[src/hdl/standby_pkg.sv]
// Shared constants and types for the standby mode controller
package standby_pkg;

   // ---------------------------------------------------------------
   // Register map
   // ---------------------------------------------------------------
   localparam int          ADDR_W        = 16;
   localparam int          DATA_W        = 8;
   localparam int          SEL_W         = 3;
   localparam logic [15:0] SETTLE_ADDR   = 16'hfffa;
   localparam logic [2:0]  SEL_RESET     = 3'h4;
   localparam int          SEL_LSB       = 0;

   // ---------------------------------------------------------------
   // Settle select codes
   // ---------------------------------------------------------------
   localparam logic [2:0]  SEL_EXP12     = 3'h0;
   localparam logic [2:0]  SEL_EXP14     = 3'h1;
   localparam logic [2:0]  SEL_EXP15     = 3'h2;
   localparam logic [2:0]  SEL_EXP16     = 3'h7;
   localparam logic [2:0]  SEL_EXP17     = 3'h4;

   // ---------------------------------------------------------------
   // Counter and latency figures
   // ---------------------------------------------------------------
   localparam int          EXP_W         = 5;
   localparam int          CNT_W         = 18;
   localparam int          EXP12_DEF     = 12;
   localparam int          EXP14_DEF     = 14;
   localparam int          EXP15_DEF     = 15;
   localparam int          EXP16_DEF     = 16;
   localparam int          EXP17_DEF     = 17;
   localparam int          LAT_W         = 4;
   localparam logic [3:0]  LAT_SERVICE   = 4'h8;
   localparam logic [3:0]  LAT_RESUME    = 4'h2;
   localparam logic [3:0]  LAT_AFTER_SET = 4'h1;

   // ---------------------------------------------------------------
   // Controller states
   // ---------------------------------------------------------------
   typedef enum logic [1:0] {
      ST_RUN,
      ST_HALT,
      ST_STOP,
      ST_SETTLE
   } standby_state_t;

endpackage

[src/hdl/settle_if.sv]
// Carrier between the controller and its settle timer
`timescale 1ns/1ps
interface settle_if;
   import standby_pkg::*;

   logic             clear;
   logic             count;
   logic [EXP_W-1:0] exp_sel;
   logic             done;

   modport ctrl  (output clear, output count, output exp_sel, input done);
   modport timer (input clear, input count, input exp_sel, output done);
endinterface

[src/hdl/settle_timer.sv]
// Oscillation settle counter of main-clock cycles
`timescale 1ns/1ps
module settle_timer
   import standby_pkg::*;
(
   // Clock and reset
   input  wire logic clk_sys,
   input  wire logic rst_n,
   // Controller side
   settle_if.timer   sif
);
   import standby_pkg::*;

   logic [CNT_W-1:0] cnt_q;
   logic [CNT_W-1:0] cnt_d;
   logic [CNT_W-1:0] last;
   logic             done_q;
   logic             done_d;

   always_comb begin
      last   = CNT_W'((CNT_W+1)'(1) << sif.exp_sel) - CNT_W'(1);
      cnt_d  = cnt_q;
      done_d = 1'b0;
      if (sif.clear) begin
         cnt_d = '0;
      end else if (sif.count && !done_q) begin
         cnt_d = cnt_q + CNT_W'(1);
         // Done on the last of 2^n counted cycles
         if (cnt_q == last) begin
            done_d = 1'b1;
            cnt_d  = '0;
         end
      end
   end

   always_ff @(posedge clk_sys or negedge rst_n) begin
      if (!rst_n) begin
         cnt_q  <= '0;
         done_q <= 1'b0;
      end else begin
         cnt_q  <= cnt_d;
         done_q <= done_d;
      end
   end

   assign sif.done = done_q;
endmodule

[src/hdl/settle_sel_reg.sv]
// Settle time select register on the documented data path
`timescale 1ns/1ps
module settle_sel_reg
   import standby_pkg::*;
(
   // Clock and reset
   input  wire logic              clk_sys,
   input  wire logic              rst_n,
   // Register access
   input  wire logic [ADDR_W-1:0] reg_addr,
   input  wire logic              reg_wr,
   input  wire logic              reg_rd,
   input  wire logic [DATA_W-1:0] reg_wdata,
   output      logic [DATA_W-1:0] reg_rdata,
   // Current code
   output      logic [SEL_W-1:0]  sel
);
   import standby_pkg::*;

   logic [SEL_W-1:0]  sel_q;
   logic [SEL_W-1:0]  sel_d;
   logic [DATA_W-1:0] rdata_q;
   logic [DATA_W-1:0] rdata_d;
   logic              hit;

   always_comb begin
      hit     = (reg_addr == SETTLE_ADDR);
      sel_d   = sel_q;
      rdata_d = rdata_q;
      // Upper five bits are not stored and read as zero
      if (hit && reg_wr) begin
         sel_d = reg_wdata[SEL_LSB +: SEL_W];
      end
      if (reg_rd) begin
         rdata_d = hit ? DATA_W'(sel_q) : '0;
      end
   end

   always_ff @(posedge clk_sys or negedge rst_n) begin
      if (!rst_n) begin
         sel_q   <= SEL_RESET;
         rdata_q <= '0;
      end else begin
         sel_q   <= sel_d;
         rdata_q <= rdata_d;
      end
   end

   assign sel       = sel_q;
   assign reg_rdata = rdata_q;
endmodule

[src/hdl/standby_mode_controller.sv]
// Standby mode controller: HALT and STOP entry, wake-up and settle wait
//
// How it works
// - HALT instruction gates the CPU clock off; oscillator keeps running.
// - STOP instruction halts the main oscillator; whole system stops.
// - Registers, memory and port latches held unchanged in either standby mode.
// - In HALT the oscillator runs, CPU clock stops, port latches hold.
// - In HALT most peripherals run; converter and CAN unit stop.
// - Unmasked request leaves HALT; service if accepted, else next instruction.
// - HALT wake takes 8 clocks to service, 2 clocks to resume.
// - Non-maskable request leaves HALT and is always serviced.
// - Unmasked request releases STOP; settle wait precedes resumed processing.
// - 3-bit select picks 2^12, 2^14, 2^15, 2^16 or 2^17 cycles.
// - Reset loads the select register with 04h.
// - STOP release by reset always waits 2^17 cycles.
// - Settle count starts only once the oscillator is running.
// - STOP with an unmasked request pending skips STOP and goes straight to the settle wait.
// - Masked requests keep standby; reset releases either mode.
`timescale 1ns/1ps
module standby_mode_controller
   import standby_pkg::*;
#(
   parameter int EXP12 = EXP12_DEF,
   parameter int EXP14 = EXP14_DEF,
   parameter int EXP15 = EXP15_DEF,
   parameter int EXP16 = EXP16_DEF,
   parameter int EXP17 = EXP17_DEF
) (
   // Clock and reset
   input  wire logic              clk_sys,
   input  wire logic              rst_n,
   // Instruction decode
   input  wire logic              halt_exec,
   input  wire logic              stop_exec,
   // Interrupt state
   input  wire logic              irq_unmasked,
   input  wire logic              irq_accept_enable,
   input  wire logic              irq_priority_flag,
   input  wire logic              in_service_priority,
   input  wire logic              nmi_req,
   // Oscillator
   input  wire logic              osc_running,
   output      logic              osc_run_en,
   // Clock gates
   output      logic              cpu_clk_en,
   output      logic              periph_run_en,
   output      logic              adc_can_run_en,
   output      logic              port_latch_hold,
   // Wake indication to the core
   output      logic              wake_service,
   output      logic              wake_resume,
   // Register access
   input  wire logic [ADDR_W-1:0] reg_addr,
   input  wire logic              reg_wr,
   input  wire logic              reg_rd,
   input  wire logic [DATA_W-1:0] reg_wdata,
   output      logic [DATA_W-1:0] reg_rdata
);
   import standby_pkg::*;

   // ---------------------------------------------------------------
   // Submodules
   // ---------------------------------------------------------------
   settle_if         sif ();
   logic [SEL_W-1:0] sel;

   settle_sel_reg u_sel (
      .clk_sys   (clk_sys),
      .rst_n     (rst_n),
      .reg_addr  (reg_addr),
      .reg_wr    (reg_wr),
      .reg_rd    (reg_rd),
      .reg_wdata (reg_wdata),
      .reg_rdata (reg_rdata),
      .sel       (sel)
   );

   settle_timer u_timer (
      .clk_sys (clk_sys),
      .rst_n   (rst_n),
      .sif     (sif)
   );

   // ---------------------------------------------------------------
   // Oscillator status synchroniser
   // ---------------------------------------------------------------
   logic osc_meta_q;
   logic osc_ok_q;

   always_ff @(posedge clk_sys or negedge rst_n) begin
      if (!rst_n) begin
         osc_meta_q <= 1'b0;
         osc_ok_q   <= 1'b0;
      end else begin
         osc_meta_q <= osc_running;
         osc_ok_q   <= osc_meta_q;
      end
   end

   // ---------------------------------------------------------------
   // Settle length decode
   // ---------------------------------------------------------------
   logic [EXP_W-1:0] sel_exp;

   always_comb begin
      // Prohibited codes fall back to the longest wait, the safe side
      unique case (sel)
         SEL_EXP12: sel_exp = EXP_W'(EXP12);
         SEL_EXP14: sel_exp = EXP_W'(EXP14);
         SEL_EXP15: sel_exp = EXP_W'(EXP15);
         SEL_EXP16: sel_exp = EXP_W'(EXP16);
         default:   sel_exp = EXP_W'(EXP17);
      endcase
   end

   // ---------------------------------------------------------------
   // Standby state machine
   // ---------------------------------------------------------------
   standby_state_t   state_q;
   standby_state_t   state_d;
   logic             rst_wait_q;
   logic             rst_wait_d;
   logic             svc_q;
   logic             svc_d;
   logic [LAT_W-1:0] lat_q;
   logic [LAT_W-1:0] lat_d;
   logic             wsvc_q;
   logic             wsvc_d;
   logic             wres_q;
   logic             wres_d;
   logic             wake_req;
   logic             svc_now;

   always_comb begin
      wake_req   = irq_unmasked || nmi_req;
      // Service needs acceptance and no higher-priority routine active
      svc_now    = nmi_req || (irq_accept_enable &&
                   (!irq_priority_flag || in_service_priority));
      state_d    = state_q;
      rst_wait_d = rst_wait_q;
      svc_d      = svc_q;
      lat_d      = lat_q;
      wsvc_d     = 1'b0;
      wres_d     = 1'b0;
      if (lat_q != '0) begin
         lat_d = lat_q - LAT_W'(1);
         if (lat_q == LAT_W'(1)) begin
            wsvc_d = svc_q;
            wres_d = !svc_q;
         end
      end
      unique case (state_q)
         ST_RUN: begin
            if (rst_wait_q) begin
               if (sif.done) begin
                  rst_wait_d = 1'b0;
               end
            end else if (lat_q == '0 && stop_exec) begin
               if (irq_unmasked) begin
                  state_d = ST_SETTLE;
               end else begin
                  state_d = ST_STOP;
               end
            end else if (lat_q == '0 && halt_exec) begin
               state_d = ST_HALT;
            end
         end
         ST_HALT: begin
            if (wake_req) begin
               state_d = ST_RUN;
               svc_d   = svc_now;
               lat_d   = svc_now ? LAT_SERVICE : LAT_RESUME;
            end
         end
         ST_STOP: begin
            if (irq_unmasked) begin
               state_d = ST_SETTLE;
            end
         end
         ST_SETTLE: begin
            if (sif.done) begin
               state_d = ST_RUN;
               svc_d   = svc_now;
               lat_d   = LAT_AFTER_SET;
            end
         end
      endcase
   end

   always_ff @(posedge clk_sys or negedge rst_n) begin
      if (!rst_n) begin
         state_q    <= ST_RUN;
         rst_wait_q <= 1'b1;
         svc_q      <= 1'b0;
         lat_q      <= '0;
         wsvc_q     <= 1'b0;
         wres_q     <= 1'b0;
      end else begin
         state_q    <= state_d;
         rst_wait_q <= rst_wait_d;
         svc_q      <= svc_d;
         lat_q      <= lat_d;
         wsvc_q     <= wsvc_d;
         wres_q     <= wres_d;
      end
   end

   // ---------------------------------------------------------------
   // Settle timer control
   // ---------------------------------------------------------------
   logic settling;

   always_comb begin
      settling    = (state_q == ST_SETTLE) || rst_wait_q;
      sif.clear   = !settling;
      // Start-up gap before oscillation is excluded from the count
      sif.count   = settling && osc_ok_q;
      sif.exp_sel = rst_wait_q ? EXP_W'(EXP17) : sel_exp;
   end

   // ---------------------------------------------------------------
   // Gates towards core and peripherals
   // ---------------------------------------------------------------
   always_comb begin
      osc_run_en      = (state_q != ST_STOP);
      cpu_clk_en      = (state_q == ST_RUN) && !rst_wait_q
                        && (lat_q == '0);
      periph_run_en   = (state_q != ST_STOP) && (state_q != ST_SETTLE);
      adc_can_run_en  = (state_q == ST_RUN) && !rst_wait_q;
      // Core state is frozen simply by its clock being off
      port_latch_hold = !cpu_clk_en;
      wake_service    = wsvc_q;
      wake_resume     = wres_q;
   end
endmodule

[config.mk]
export PLATFORM = sky130hd
export DESIGN_NAME = standby_mode_controller
export DESIGN_NICKNAME = d
export VERILOG_FILES = /design/src/hdl/standby_pkg.sv /design/src/hdl/settle_if.sv /design/src/hdl/settle_timer.sv /design/src/hdl/settle_sel_reg.sv /design/src/hdl/standby_mode_controller.sv
export SDC_FILE = /design/constraint.sdc
export NUM_CORES = 1
export LEC_CHECK = 0
export BUFFER_PORTS_ARGS = -buffer_cell sky130_fd_sc_hd__buf_2
export CAP_MARGIN = 20
export CORE_MARGIN = 4
export CORE_UTILIZATION = 24
export CTS_BUF_LIST = sky130_fd_sc_hd__clkbuf_16
export DETAILED_ROUTE_END_ITERATION = 10
export SLEW_MARGIN = 20
export SYNTH_ARGS = -nofsm -noshare
export SYNTH_HDL_FRONTEND = slang
export SYNTH_HIERARCHICAL = 1
export SYNTH_SLANG_ARGS = --single-unit
[constraint.sdc]
create_clock -name clk_sys -period 7 [get_ports clk_sys]
set_clock_uncertainty 0.15 [all_clocks]
set_input_delay 0 -clock clk_sys [delete_from_list [all_inputs] [get_ports clk_sys]]
set_output_delay 0 -clock clk_sys [all_outputs]
set_load 0.05 [all_outputs]
==> results.py <==
metrics = {
    "sta": {
        "final_hold_viol_count": 0,
        "worst_pin_slew_ns": 0.958,
        "rsz0062_at_grt": "no",
        "fin_crit_sh": 0.766,
        "slew_viol_final": 0,
        "setup_violations": 0,
        "final.min_clock_period_ns": 5.37,
        "fmax_mhz": 186,
        "tns_ns": 0,
        "maxSlewHeadroom": 0.361,
    },
    "detailed_routing": {
        "vias": 2874,
        "first_pass_iters": 4,
        "drc_errors": 0,
        "wire_per_inst_um": 13.5,
        "ant_nets": 0,
        "routed_wl_um": 7640,
        "vias_per_cell": 5.07,
        "drtIter0Drc": 120,
    },
    "synth": {
        "yosysWarningCount": 6,
        "seq_area_frac_synth": 0.298,
        "yosys.area_share.simple": 0.320,
        "synth.distinct_cells": 71,
        "avgSynthCellArea_sq_um": 8.61,
        "synth-xor-area-share": 0.0325,
        "synth-seq-cells": 37,
        "synth-async-reset-ratio": 1.00,
        "synth_edf_count": 0,
        "synth_area_leaders": "dfrtp_1 28%, o22ai_2 4.0%, nand2b_1 3.4%",
        "synth_top_family_by_area": "simple AND/OR/NAND/NOR gates",
        "synthCells": 362,
        "synth_compound_area_frac": 0.224,
        "yosysMostFrequentCell": "dfrtp_1",
        "ys.flop_type": "dfrtp_1",
        "synthMuxAreaShare": 0.0273,
        "synth_top_area_share": 0.281,
        "synth_area_sq_mm": 0.00312,
        "yosysTopAreaCell": "dfrtp_1",
        "synthAdderAreaFrac": 0.0161,
        "netlist_top_cells_count": "35 x dfrtp_1, 24 x nor2_1, 21 x nand2_1, 17 x a21oi_1, 17 x nand2b_1",
    },
    "clock_tree": {
        "clk_pin_slew_ns": 0.06,
        "cts_sinks": 37,
        "postCtsSetupBuffers": 0,
        "cts-root-buf": "clkbuf_16",
        "clk_latency_ns": 0.28,
        "cts_buffer_depth": 2,
        "htree_levels": 2,
        "cts_made_buffers": 5,
        "cts_tree": "done",
    },
    "run": {
        "drv_cap": 0,
    },
    "die": {
        "start_util": 0.246,
        "die_area_sq_mm": 0.0149,
        "die_h_um": 122,
        "core_area_sq_mm": 0.0127,
        "die_w_um": 122,
        "row_count": 41,
        "io_pins": 51,
    },
    "worst_setup_path": {
        "rr_startpoint": "rst_wait_q",
        "crit_arrival_ns": 5.33,
        "critPathSlowestCell": "or4b_1",
        "cp-end-kind": "register",
        "r2r_cells": 15,
        "cpLargestDelayFamily": "simple AND/OR/NAND/NOR gates",
        "path_cells": "a211oi_4, buf_4, inv_1, nor2_1, buf_4, nor3_1, nand3b_1, ha_1, inv_1, a31oi_1, o32ai_1, xor2_1, or4b_1, o22ai_1, o21ai_0",
        "ff2ff_setup_slack_ns": 1.63,
        "cp_slowest_stage_delay_ns": 0.85,
        "cp.required_ns": 6.97,
        "start_kind": "register",
        "worstPathMaxFanout": 44,
        "crit_buf_inv": 4,
        "r2r-end": "u_timer/cnt_q[17]",
        "critical_path_class": "register to register",
    },
    "place": {
        "hpwl_um": 5340,
        "dp.cells": 545,
        "place.gp.congestion": 0.850,
        "portBuffers": 40,
    },
    "min_path": {
        "worstHoldPathCells": 5,
        "hold_path_class": "primary input to register",
        "hp-start": "reg_addr[0]",
        "whs_endpoint": "u_sel/reg_rdata[1]",
    },
    "final_layout": {
        "fillers": 1346,
        "final_core_util": 0.289,
        "drive_above_1_share": 0.203,
        "n_antenna_cell": 0,
        "instances_no_fill": 567,
        "regArea_sq_um": 928,
        "syn2layout_area_growth_pct": 17.6,
        "nNetsFinal": 434,
        "multi_input_area_sq_mm": 0.00196,
    },
    "global_route": {
        "antenna_found_initial": 0,
        "overflow": 0,
        "grt.total_usage": 0.104,
        "grt_pass1_vias": 2760,
        "grt_max_degree": 45,
        "grt_pass1_wl_um": 13100,
    },
    "run_status": {
        "status": "complete, no violations",
    },
    "power_and_ir_drop": {
        "ir_drop_mv": 0.223,
        "p_leak_nw": 1.46,
        "p_per_area_mw_per_mm2": 196,
    },
}
tightest hold or removal path: stages:
cell	delay, ns
buf_2	0.07
nand4b_1	0.10
nor4_2	0.07
nand3_1	0.07
o21ai_0	0.08
report_power, final:
part           switching (mW)  total, mW  internal (mW)
Sequential             0.0304      0.266          0.235
Clock                  0.0890      0.219          0.131
Combinational           0.138      0.234         0.0955
Total                   0.258      0.719          0.461
state kept, by name, summed over array words and instances (netlist names), 2 cells and up:
signal           cells
u_sel/reg_rdata      3
u_sel/sel            3
state_q              2
lat_q                4
u_timer/cnt_q       18
stage by stage:
step	total power, mW	instance area [sq um]	setup WS, ns	hold slack (ns)
after floorplan	0.447	3130	3.20	-0.446
after global placement	0.487	3380	1.84	-0.0410
after detailed placement	0.493	3380	1.68	-0.0401
after CTS	0.728	3670	1.65	0.00294
after global routing	0.760	3670	1.28	0.0312
final	0.719	3670	1.63	0.00974
metal layers:
metal / part of all wire / GRT usage / vias up / routed length, um
li1: - / - / 1408 / -
met1: 0.46 / 0.139 / 1390 / 3550
met2: 0.48 / 0.182 / 70 / 3690
met3: 0.045 / 0.0176 / 6 / 345
met4: 0.0076 / 0.0126 / 0 / 58
met5: 0 / 0 / - / 0
cell type report:
cell class	count	share of cell area
clock buffer	5	0.0341
clock inverter	3	0.00478
inverter	14	0.0143
multi-input combinational	279	0.536
sequential	37	0.253
tap	172	0.0587
timing repair buffer	57	0.0990
kinds of logic (layout without fill, tap and decap cells):
logic type	after synthesis	count (layout)
buf+inv	50	79
simple gates	160	160
xor+xnor	10	10
flops	37	37
other cells	1	5
compound gates	92	92
mux	8	8
fa+ha+maj	4	4
how the worst max path moves through the flow:
stage,from,endpoint,slack [ns],cells past startpoint
final,rst_wait_q,u_timer/cnt_q[17],1.63,15
after global routing,rst_wait_q,u_timer/cnt_q[16],1.28,15
after CTS,rst_wait_q,u_timer/cnt_q[17],1.65,15
after detailed placement,rst_wait_q,u_timer/cnt_q[17],1.68,15
after global placement,rst_wait_q,u_timer/cnt_q[7],1.84,15
after floorplan,u_sel/sel[1],u_timer/cnt_q[8],3.20,16
cells in the final DEF, fill, tap and decap left out, types with 7 or more instances in the layout:
master	instances
buf_2	40
dfrtp_1	35
nor2_1	24
nand2_1	21
nand2b_1	17
a21oi_1	16
inv_1	14
dlygate4sd3_1	14
o21ai_0	12
nand3_1	11
nand3b_1	10
nor3_1	10
nor4_1	10
o22ai_2	10
nor4b_1	8
o22ai_1	7
nand4_1	7
o211ai_1	7
timing repair:
item | CTS | global route
gates resized for setup | 0 | 0
hold buffers | 14 | 0
endpoints found under the hold margin | 47 | 0
Power figures use the tool's default switching activity.
